### src/design/doze_gate_regs.vh
/*
 * register map, field positions, reset values and ratio codes for the
 * cpu slow-down and peripheral clock gating block.
 * assumes a 32-bit apb slave with word-aligned byte addresses.
 */
`ifndef DOZE_GATE_REGS_VH
`define DOZE_GATE_REGS_VH

// ----------------------------------------
// register byte addresses
// ----------------------------------------
`define ADDR_CLOCK_DIV 12'h000
`define ADDR_PERIPH_OFF 12'h004
`define ADDR_PERIPH_ACT 12'h008
`define ADDR_STATUS 12'h00C

// ----------------------------------------
// clock divider register fields
// ----------------------------------------
`define SLOW_EN_BIT 11
`define RATIO_HI 14
`define RATIO_LO 12
`define RECOVER_BIT 15
`define RATIO_W 3
`define RATIO_1TO1 3'h0
`define CLOCK_DIV_MASK 32'h0000F800

// ----------------------------------------
// peripheral gating
// ----------------------------------------
`define NUM_PERIPH 8
`define PERIPH_OFF_RST 8'h00
`define PERIPH_PRESENT_DEF 8'hFF
`define PERIPH_ACT_RST 8'h00

// ----------------------------------------
// divider counter
// ----------------------------------------
`define DIV_CNT_W 7
`define DIV_CNT_ZERO 7'h00
`define DIV_CNT_ONE 7'h01
`define WORD_ZERO 32'h00000000

`endif

### src/design/cpu_doze_and_peripheral_gating.v
/*
 * cpu slow-down (doze) and per-peripheral clock gating.
 * cpu clock is a one-cycle enable derived from ref_clk_in, so it stays in
 * step with the peripheral clock. peripheral clocks are enables as well.
 * assumes a 32-bit apb master, synchronous inputs, one clock domain.
 */
// Implementation choices: the APB interface to the registers and the placing of the registers.
`timescale 1ns/100ps
`include "doze_gate_regs.vh"

module cpu_doze_and_peripheral_gating #(
  parameter [`NUM_PERIPH-1:0] PERIPH_PRESENT = `PERIPH_PRESENT_DEF
) (
  // clock, reset, enable
  input wire ref_clk_in,
  input wire nrst_in,
  input wire clk_en_in,
  // apb slave
  input wire psel_in,
  input wire penable_in,
  input wire pwrite_in,
  input wire [11:0] paddr_in,
  input wire [31:0] pwdata_in,
  output wire pready_out,
  output wire pslverr_out,
  output reg [31:0] prdata_out,
  // interrupt event from the interrupt controller
  input wire irq_event_in,
  // cpu clock enable
  output reg cpu_clk_en_out,
  // peripheral clock enables and register write gates
  input wire [`NUM_PERIPH-1:0] periph_wr_req_in,
  output wire [`NUM_PERIPH-1:0] periph_clk_en_out,
  output wire [`NUM_PERIPH-1:0] periph_wr_en_out,
  output wire [`NUM_PERIPH-1:0] periph_active_out
);

  // ----------------------------------------
  // state
  // ----------------------------------------
  reg recover_on_interrupt_r;
  reg slow_en_r;
  reg [`RATIO_W-1:0] ratio_r;
  reg [`NUM_PERIPH-1:0] periph_off_r;
  reg [`NUM_PERIPH-1:0] periph_act_r;
  reg [`DIV_CNT_W-1:0] div_cnt_r;
  reg [`DIV_CNT_W-1:0] div_cnt_nxt;
  reg cpu_tick_nxt;
  reg [31:0] rdata_nxt;
  wire wr_acc;
  wire rd_acc;
  wire [`DIV_CNT_W-1:0] div_max;
  wire [`NUM_PERIPH-1:0] periph_act_nxt;

  // ratio code n divides by 2**n
  function [`DIV_CNT_W-1:0] ratio_to_max;
    input [`RATIO_W-1:0] code;
    begin
      ratio_to_max = (`DIV_CNT_ONE << code) - `DIV_CNT_ONE;
    end
  endfunction

  // single-cycle apb, always ready, never errors
  assign pready_out = 1'b1;
  assign pslverr_out = 1'b0;
  assign wr_acc = psel_in & penable_in & pwrite_in & clk_en_in;
  assign rd_acc = psel_in & ~penable_in & ~pwrite_in & clk_en_in;

  // ----------------------------------------
  // control register writes
  // ----------------------------------------
  always @(posedge ref_clk_in or negedge nrst_in) begin
    if (!nrst_in) begin
      recover_on_interrupt_r <= 1'b0;
      slow_en_r <= 1'b0;
      ratio_r <= `RATIO_1TO1;
      periph_off_r <= `PERIPH_OFF_RST;
    end else if (clk_en_in) begin
      if (wr_acc && paddr_in == `ADDR_CLOCK_DIV) begin
        recover_on_interrupt_r <= pwdata_in[`RECOVER_BIT];
        ratio_r <= pwdata_in[`RATIO_HI:`RATIO_LO];
        slow_en_r <= pwdata_in[`SLOW_EN_BIT];
      end else if (wr_acc && paddr_in == `ADDR_PERIPH_OFF) begin
        periph_off_r <= pwdata_in[`NUM_PERIPH-1:0];
      end
      // clears slow enable; the interrupt wins over a same-cycle write
      if (recover_on_interrupt_r && irq_event_in) begin
        slow_en_r <= 1'b0;
      end
    end
  end

  // ----------------------------------------
  // cpu divider
  // ----------------------------------------
  assign div_max = ratio_to_max(ratio_r);

  always @* begin
    div_cnt_nxt = div_cnt_r;
    cpu_tick_nxt = 1'b1;
    if (slow_en_r && !(recover_on_interrupt_r && irq_event_in)) begin
      // tick derived from the same clock edge
      if (div_cnt_r >= div_max) begin
        div_cnt_nxt = `DIV_CNT_ZERO;
        cpu_tick_nxt = 1'b1;
      end else begin
        div_cnt_nxt = div_cnt_r + `DIV_CNT_ONE;
        cpu_tick_nxt = 1'b0;
      end
    end else begin
      div_cnt_nxt = `DIV_CNT_ZERO;
    end
  end

  always @(posedge ref_clk_in or negedge nrst_in) begin
    if (!nrst_in) begin
      div_cnt_r <= `DIV_CNT_ZERO;
      cpu_clk_en_out <= 1'b1;
    end else if (clk_en_in) begin
      div_cnt_r <= div_cnt_nxt;
      cpu_clk_en_out <= cpu_tick_nxt;
    end
  end

  // ----------------------------------------
  // peripheral gating
  // ----------------------------------------
  genvar g;
  generate
    for (g = 0; g < `NUM_PERIPH; g = g + 1) begin : gate
      assign periph_act_nxt[g] = PERIPH_PRESENT[g] & ~periph_off_r[g];
      assign periph_clk_en_out[g] = periph_act_r[g] & clk_en_in;
      assign periph_wr_en_out[g] = periph_act_r[g] & periph_wr_req_in[g];
    end
  endgenerate

  // delayed enable
  // one register for all bits; the delay stretches with the cpu tick in doze
  always @(posedge ref_clk_in or negedge nrst_in) begin
    if (!nrst_in) begin
      periph_act_r <= `PERIPH_ACT_RST;
    end else if (clk_en_in && cpu_clk_en_out) begin
      periph_act_r <= periph_act_nxt;
    end
  end

  assign periph_active_out = periph_act_r;

  // ----------------------------------------
  // read data
  // ----------------------------------------
  always @* begin
    rdata_nxt = `WORD_ZERO;
    if (paddr_in == `ADDR_CLOCK_DIV) begin
      rdata_nxt[`RECOVER_BIT] = recover_on_interrupt_r;
      rdata_nxt[`RATIO_HI:`RATIO_LO] = ratio_r;
      rdata_nxt[`SLOW_EN_BIT] = slow_en_r;
    end else if (paddr_in == `ADDR_PERIPH_OFF) begin
      rdata_nxt[`NUM_PERIPH-1:0] = periph_off_r;
    end else if (paddr_in == `ADDR_PERIPH_ACT) begin
      rdata_nxt[`NUM_PERIPH-1:0] = periph_act_r;
    end else if (paddr_in == `ADDR_STATUS) begin
      rdata_nxt[`DIV_CNT_W-1:0] = div_cnt_r;
    end
  end

  // data registered in setup so it is stable during the access phase
  always @(posedge ref_clk_in or negedge nrst_in) begin
    if (!nrst_in) begin
      prdata_out <= `WORD_ZERO;
    end else if (rd_acc) begin
      prdata_out <= rdata_nxt;
    end
  end

endmodule

### config.mk
export PLATFORM = sky130hd
export DESIGN_NAME = cpu_doze_and_peripheral_gating
export DESIGN_NICKNAME = d
export VERILOG_FILES = /design/src/design/cpu_doze_and_peripheral_gating.v
export VERILOG_INCLUDE_DIRS = /design/src /design/src/design
export SDC_FILE = /design/constraint.sdc
export NUM_CORES = 1
export LEC_CHECK = 0
export ABC_CLOCK_PERIOD_IN_PS = 6190
export BUFFER_PORTS_ARGS = -buffer_cell sky130_fd_sc_hd__buf_4
export CORE_MARGIN = 4
export CORE_UTILIZATION = 39
export DETAILED_ROUTE_END_ITERATION = 6
export PLACE_DENSITY = 0.78
export SYNTH_ARGS = -nofsm -noshare
export SYNTH_HDL_FRONTEND = slang
export SYNTH_SLANG_ARGS = --single-unit
export TNS_END_PERCENT = 5
### constraint.sdc
create_clock -name ref_clk_in -period 6.19 [get_ports ref_clk_in]
set_clock_uncertainty 0.1 [all_clocks]
set_input_delay 1.857 -clock ref_clk_in [delete_from_list [all_inputs] [get_ports ref_clk_in]]
set_output_delay 1.857 -clock ref_clk_in [all_outputs]
set_load 0.05 [all_outputs]
Word level (Yosys, flattened, before mapping)
Index checks and enable logic that the tools add are counted.
{"block": "op_classes", "div_mod_pow": 0, "n_lt_le_gt_ge": 1, "n_shift": 1, "n_eq_ne": 3, "n_reduce_logical": 11, "bitwise": 33, "mul": 0, "n_addsub": 2, "n_mux": 12}
{"op": "two-way mux 7 bit", "n": 4}
{"op": "equality test 12 x 4 -> 1 bit, second input constant", "n": 2}
{"op": "bitwise AND 1 bit", "n": 22}
{"op": "two-way mux 8 bit", "n": 2}
{"op": "equality test 12 x 3 -> 1 bit, second input constant", "n": 1}
{"op": "logical NOT 12 bit", "n": 1}
{"op": "inverter 1 bit", "n": 11}
{"op": "adder 7 x 1 -> 7 bit, second input constant", "n": 1}
{"op": ">= comparator 7 bit", "n": 1}
{"op": "<< shifter 1 x 3 -> 7 bit, first input constant", "n": 1}
{"op": "subtractor 7 x 1 -> 7 bit, second input constant", "n": 1}
{"op": "logical AND 1 bit", "n": 5}
{"op": "two-way mux 1 bit", "n": 5}
{"op": "two-way mux 5 bit", "n": 1}
{"op": "AND reduction 2 bit", "n": 2}
{"op": "AND reduction 3 bit", "n": 1}
{"op": "nonzero test 2 bit", "n": 1}
{"op": "logical NOT 1 bit", "n": 1}
{"block": "totals", "mem_bits_ro": 0, "n_memories": 0, "ramBits": 0, "latch_bits": 0, "regBits": 42, "out_inout_bits": 59, "in_bits": 59}

Logic depth before layout (Yosys ltp)
Gate-level depths: netlist (run 1).
{"block": "depth", "word_depth": 6, "depth_mapped": 7}

Least setup slack after synthesis (run 1)
OpenSTA, ideal clock, no wires.
{"block": "synth_timing", "path_type": "in2out", "startpoint": "input port clk_en_in", "endpoint": "output port periph_clk_en_out[7]", "slack_ns": 1.451, "required_ns": 4.233, "path_buffers": 2, "stages": 3, "arrival_time_ns": 2.782, "cell_sequence": "clkbuf_1 clkbuf_1 and2_1"}
{"block": "synth_between", "elab_chain_cells": 1}
{"element": "from (decl)", "line": "cpu_doze_and_peripheral_gating.v:17", "text": "input wire clk_en_in,"}
{"element": "bitwise AND 1 bit", "line": "cpu_doze_and_peripheral_gating.v:132", "text": "assign periph_clk_en_out[g] = periph_act_r[g] & clk_en_in;"}
{"element": "to (decl)", "line": "cpu_doze_and_peripheral_gating.v:33", "text": "output wire [`NUM_PERIPH-1:0] periph_clk_en_out,"}
No other way between the ends.

Worst setup path after layout (run 1)
{"block": "layout_timing", "startpoint": "input port clk_en_in", "endpoint": "output port periph_clk_en_out[6]"}
The elaborated chain is that of the path after synthesis.

==> results of run 1 <==
[layout make-up]
cell class | instances | area (um2)
sequential | 42 | 1052
timing repair buffer | 77 | 578.1
clock buffer | 6 | 72.57
inverter | 6 | 22.52
multi-input combinational | 170 | 1164
clock inverter | 2 | 37.54
tap | 75 | 93.84
fill | 538 | 2865
[worst reg2reg max path, delay by kind of cell, from the launching register on]
family	cells	cell delay (ps)
compound gates	2	450
fa+ha+maj	1	270
flops	1	470
simple gates	4	930
[kinds of logic after synthesis]
kind of cell	after synthesis	share of synthesized area, %
flip-flops	42	44.62
AO/OA/AOI/OAI	44	12.79
buffers and inverters	35	9.072
AND/OR/NAND/NOR	74	17.14
XOR/XNOR	4	1.486
adder cells (fa/ha/maj)	8	4.244
multiplexers	19	10.35
other	2	0.3184
[flip-flops by register name (all words and copies together) (netlist names)]
signal and count:
slow_en_r 1, periph_active_out 8, cpu_clk_en_out 1, div_cnt_r 7, prdata_out 13, ratio_r 3, recover_on_interrupt_r 1, periph_off_r 8
[metal layers]
metal	up-vias	GRT usage (%)
met2	66	24.08
met1	890	20.00
met4	0	2.158
li1	905	-
met5	-	0
met3	2	3.458
[per-stage QoR]
stage / utilization, % / hold WS, ps
2_1_floorplan: - / 353.4
3_3_place_gp: 49.45 / 363.0
3_5_place_dp: 49.45 / 368.9
4_1_cts: 51.32 / 387.9
5_1_grt: 51.32 / 437.0
6_report: 51.32 / 383.1
[cell usage in the layout, fill, tap and decap left out, drive strengths merged, types with 3 or more instances in the layout]
| master | netlist | routed |
|---|---|---|
| mux2 | 19 | 19 |
| nor2 | 11 | 11 |
| inv | 6 | 6 |
| and2 | 18 | 18 |
| nor3 | 3 | 3 |
| a21oi | 6 | 6 |
| o21ai | 13 | 13 |
| dfrtp | 41 | 41 |
| buf | 22 | 77 |
| clkbuf | 7 | 6 |
| a22o | 14 | 14 |
| nor4 | 3 | 3 |
| ha | 8 | 8 |
| nand4 | 3 | 3 |
| nand2 | 27 | 27 |
| conb | 2 | 21 |
[worst paths after layout]
path / start / to / slack, ps / cells after the start
hold reg to reg: prdata_out[7] / prdata_out[7] / 380 / 2
hold / removal: prdata_out[7] / prdata_out[7] / 380 / 2
min in group asynchronous: nrst_in / periph_off_r[7] / 1440 / 1
max in group asynchronous: nrst_in / cpu_clk_en_out / 4180 / 1
setup reg to reg: ratio_r[1] / div_cnt_r[6] / 3900 / 7
setup / recovery: clk_en_in / periph_clk_en_out[6] / 1790 / 3
[power breakdown]
| part | leakage [nW] | total [mW] | switching [mW] | internal (mW) |
|---|---|---|---|---|
| Sequential | 0.551 | 0.284 | 0.00528 | 0.279 |
| Combinational | 0.919 | 0.144 | 0.101 | 0.0429 |
| Clock | 0.0514 | 0.215 | 0.0942 | 0.120 |
| Total | 1.52 | 0.643 | 0.201 | 0.442 |
==> impl_metrics.csv, run 1 <==
group,metric,value,unit
drt,met2RoutedLength,2.647,mm
timing,worst_pin_slew,568.8,ps
synthesis,synthArstFlopShare,100.0,%
drt,wl,5.434,mm
clock_network,clkTransAtPathRegs,90,ps
power,p_total,643.2,uW
clock_network,cts_resized,0,
timing,finalCritPeriodShare,71.14,%
worst_setup_path,cp_max_fo,23,
synthesis,synth_seq_cells,42,
synthesis,ys_types,41,
timing,slew_viol_final,0,
floorplanning,die_area,7356,um2
floorplanning,coreArea,5886,um2
drt,wl_per_cell,14.38,um
synthesis,synth_top_area_share,43.50,%
synthesis,synth.yosys.seq_area_share,44.62,%
drt,topRoutingLayerUsed,"met4",
drt,via_per_inst,4.929,
placed_design,dpl-instance-area,2910,um2
synthesis,synth-edff-count,0,
timing,max_slew_margin,61.79,%
clock_network,hold_buffers,0,
worst_setup_path,path_cells,"buf_4 -> and2_1 -> buf_4",
drt,wl_met1,2.394,mm
global_route,overflow,0,
cells_and_area,synthToLayoutAreaGrowth,28.06,%
floorplanning,die_h,85.77,um
drt,drc,0,
placed_design,dp_cells,370,
clock_network,clk_path_buf_depth,2,
drt,drt_iter0_markers,142,
floorplanning,dieWidth,85.77,um
global_route,grt_pass1_vias,1805,
global_route,grt.total_usage,14.59,%
timing,fin_ws,1786,ps
clock_network,cts_root_buffer,"clkbuf_8",
timing,layout_min_cycle_time,4404,ps
clock_network,post-cts-setup-buffers,0,
worst_setup_path,end_kind,"primary output",
synthesis,ys_top_cells_by_area,"dfrtp_1, buf_4, a22o_1, mux2_4, and2_1",
timing,finalSetupViolations,0,
worst_setup_path,cp_top_family,"buffers and inverters",
placed_design,place_worst_setup_slack,1783,ps
synthesis,yosysWarnings,0,
clock_network,tritoncts,"done",
clock_network,cts_buffers,5,
cells_and_area,diodes,0,
drt,first_pass_iters,4,
timing,max_freq,0.2271,GHz
worst_setup_path,start_kind,"input pin",
placed_design,hpwl,4.235,mm
synthesis,synthTopCellsByCount,"dfrtp_1, nand2_1, buf_4",
drt,wl_met3,385,um
hold_path,hold_path.class,"reg2reg",
worst_setup_path,critPathSlowestCell,"buf_4",
power,p_leak,1.522,nW
cells_and_area,nNetsFinal,369,
clock_network,clock-sinks,42,
floorplanning,initial_core_util,40.07,%
clock_network,ctsHtreeMaxLevel,2,
timing,fin_tns_setup,0,ps
worst_setup_path,arrival,2450,ps
synthesis,syn-cell-area,2359,um2
worst_setup_path,worst-path-buf-inv,2,
worst_setup_path,criticalPathCategory,"in2out",
placed_design,portBuffers,77,
global_route,antenna_found_initial,0,
synthesis,netlist_instances,228,
global_route,grt_pass1_wl,8.673,mm
drt,vias,1863,
worst_setup_path,worstPathRequired,4230,ps
timing,hold_viol,0,
worst_setup_path,cpMostUsedCell,"buf_4",
synthesis,avgSynthCellArea,10.34,um2
cells_and_area,final_cells,378,
power,vdd.ir_drop.worst,0.0001205,V
floorplanning,io_pins,118,
drt,ant_nets,0,
floorplanning,row_count,28,
timing,rsz0062_at_grt,"no",
global_route,grt_max_degree,43,
synthesis,yosysMostFrequentCell,"dfrtp_1",
clock_network,clk_latency,290,ps
outcome,outcome,"finished clean",
synthesis,yosys.area.top_type,"dfrtp_1",
synthesis,synth_top_flop_cell,"dfrtp_1",
worst_setup_path,cp_slowest_stage_delay,230,ps
placed_design,finalWeightedCongestion,0.8084,
cells_and_area,drive_above_1_share,34.98,%
cells_and_area,final_area,3020,um2
power,power_density,213.0,nW/um2
run,cap_violations,0,
Note: power is estimated with default switching activity, not from simulation.
==> run 2: changes to the inputs <==
Settings changed: ABC_CLOCK_PERIOD_IN_PS 6190 to 4300.
Clock period 6.19 ns to 4.3 ns, I/O delays scaled along.
==> run 2 against run 1 <==
Cell count shrank 0.26%. Count of clock-buffer cells in the layout is 1 lower. Largest power group unchanged. Critical path depth unchanged. Sequential power increased by 44%. Critical path type unchanged. Power is 34% higher. Via count increased by 0.91%. Hold slack worse by 1.7 ps. Routed wire length fell by 0.13%. Register-to-register slack worse by 1900 ps.
==> impl_metrics.csv, run 2 (synthesis gave the netlist of run 1 again) <==
group,metric,value,unit
outcome,outcome,"finished clean",
power,p_clk_share,28.2,%
timing,hold_viol,0,
drt,drt_iter0_markers,110,
power,p_leak,1.514,nW
clock_network,ctsHtreeMaxLevel,2,
worst_setup_path,cp_max_fo,23,
global_route,grt_pass1_vias,1834,
cells_and_area,final_cell_mix,"buf_4, dfrtp_1, nand2_1",
cells_and_area,synthToLayoutAreaGrowth,26.74,%
cells_and_area,layout_commonest_cell,"buf_4",
clock_network,cts_buffers,5,
clock_network,hold_buffers,0,
timing,finalCritPeriodShare,76.17,%
timing,max_freq,0.3053,GHz
worst_setup_path,cp_slowest_stage_delay,230,ps
cells_and_area,diodes,0,
cells_and_area,drive_above_1_share,35.10,%
floorplanning,die_area,7356,um2
timing,worst_pin_slew,549.0,ps
clock_network,tritoncts,"done",
worst_setup_path,end_kind,"primary output",
cells_and_area,final_cells,377,
clock_network,clk_path_buf_depth,2,
global_route,grt_max_degree,43,
power,power.share.switching,33.36,%
cells_and_area,final_area,2989,um2
drt,drc,0,
floorplanning,initial_core_util,40.07,%
timing,slew_viol_final,0,
worst_setup_path,worst-path-buf-inv,2,
timing,max_slew_margin,63.12,%
drt,vias,1880,
placed_design,portBuffers,77,
floorplanning,dieWidth,85.77,um
cells_and_area,regMostFlops,"prdata_out",
global_route,antenna_found_initial,0,
floorplanning,row_count,28,
power,p_int,572.5,uW
drt,wl_per_cell,14.40,um
timing,finalSetupViolations,0,
placed_design,hpwl,4.218,mm
worst_setup_path,path_cells,"buf_4 -> and2_1 -> buf_4",
timing,fin_ws,1025,ps
global_route,grt_pass1_wl,8.838,mm
clock_network,cts_resized,0,
clock_network,clk_latency,290,ps
global_route,grt.total_usage,15.07,%
cells_and_area,largest_reg_flops,13,
floorplanning,coreArea,5886,um2
cells_and_area,fill_cells,548,
timing,whs,381.5,ps
placed_design,dp_cells,370,
timing,fin_tns_setup,0,ps
worst_setup_path,cp_top_family,"buffers and inverters",
global_route,overflow,0,
drt,first_pass_iters,4,
placed_design,finalWeightedCongestion,0.8074,
worst_setup_path,cpMostUsedCell,"buf_4",
clock_network,cts_root_buffer,"clkbuf_8",
drt,ant_nets,0,
hold_path,hold_path.class,"reg2reg",
placed_design,place_worst_setup_slack,964.5,ps
timing,layout_min_cycle_time,3275,ps
worst_setup_path,worstPathRequired,2910,ps
worst_setup_path,criticalPathCategory,"in2out",
power,power_frac_seq,47.7,%
worst_setup_path,start_kind,"input pin",
power,power_density,287.4,nW/um2
timing,rsz0062_at_grt,"no",
power,vdd.ir_drop.worst,0.0001774,V
drt,wl,5.427,mm
clock_network,post-cts-setup-buffers,0,
run,cap_violations,0,
cells_and_area,nNetsFinal,369,
worst_setup_path,arrival,1890,ps
floorplanning,io_pins,118,
floorplanning,die_h,85.77,um
power,comb_power_share,24.1,%
power,p_sw,286.6,uW
placed_design,dpl-instance-area,2910,um2
worst_setup_path,critPathSlowestCell,"buf_4",
clock_network,clock-sinks,42,
clock_network,clkTransAtPathRegs,80,ps
drt,via_per_inst,4.987,
[run 2: per-stage QoR]
step,power (mW),util (%)
2_1_floorplan,0.5668,-
3_3_place_gp,0.6222,49.45
3_5_place_dp,0.6261,49.45
4_1_cts,0.8661,50.79
5_1_grt,0.8951,50.79
6_report,0.8591,50.79
[run 2: final timing paths]
path | from | end | slack [ps] | cells past startpoint
max | clk_en_in | periph_clk_en_out[5] | 1020 | 3
min | prdata_out[7] | prdata_out[7] | 380 | 2
min in group asynchronous | nrst_in | prdata_out[5] | 860 | 1
max in group asynchronous | nrst_in | cpu_clk_en_out | 2860 | 1
max reg2reg | ratio_r[1] | div_cnt_r[6] | 2000 | 7
min reg2reg | prdata_out[7] | prdata_out[7] | 380 | 2
[run 2: cell type report]
class / count / area [um2] / share of cell area [%]
Inverter: 6 / 22.52 / 0.7535
Clock inverter: 2 / 10.01 / 0.3349
Multi-Input combinational cell: 170 / 1164 / 38.93
Timing Repair Buffer: 77 / 578.1 / 19.34
Tap cell: 75 / 93.84 / 3.139
Clock buffer: 5 / 68.82 / 2.302
Sequential cell: 42 / 1052 / 35.20
[run 2: worst min-delay path, stage by stage, from the launching register on]
cell and delay [ps]:
dfrtp_1 350, nand2_1 50, o31ai_1 50
[run 2: per-layer routing]
metal / routed length [um] / share of wire, % / global-route usage, %
met1: 2317 / 43 / 19.72
met2: 2588 / 48 / 24.58
met3: 449 / 8.3 / 4.131
met4: 72 / 1.3 / 4.173
met5: 0 / 0 / 0
[run 2: power groups by stage]
stage | Clock (mW) | Sequential, mW | Combinational, mW
after CTS | 0.248 | 0.410 | 0.209
after floorplan | 0 | 0.440 | 0.127
after detailed placement | 0 | 0.417 | 0.209
final | 0.242 | 0.409 | 0.207
after global routing | 0.265 | 0.411 | 0.219
after global placement | 0 | 0.417 | 0.205
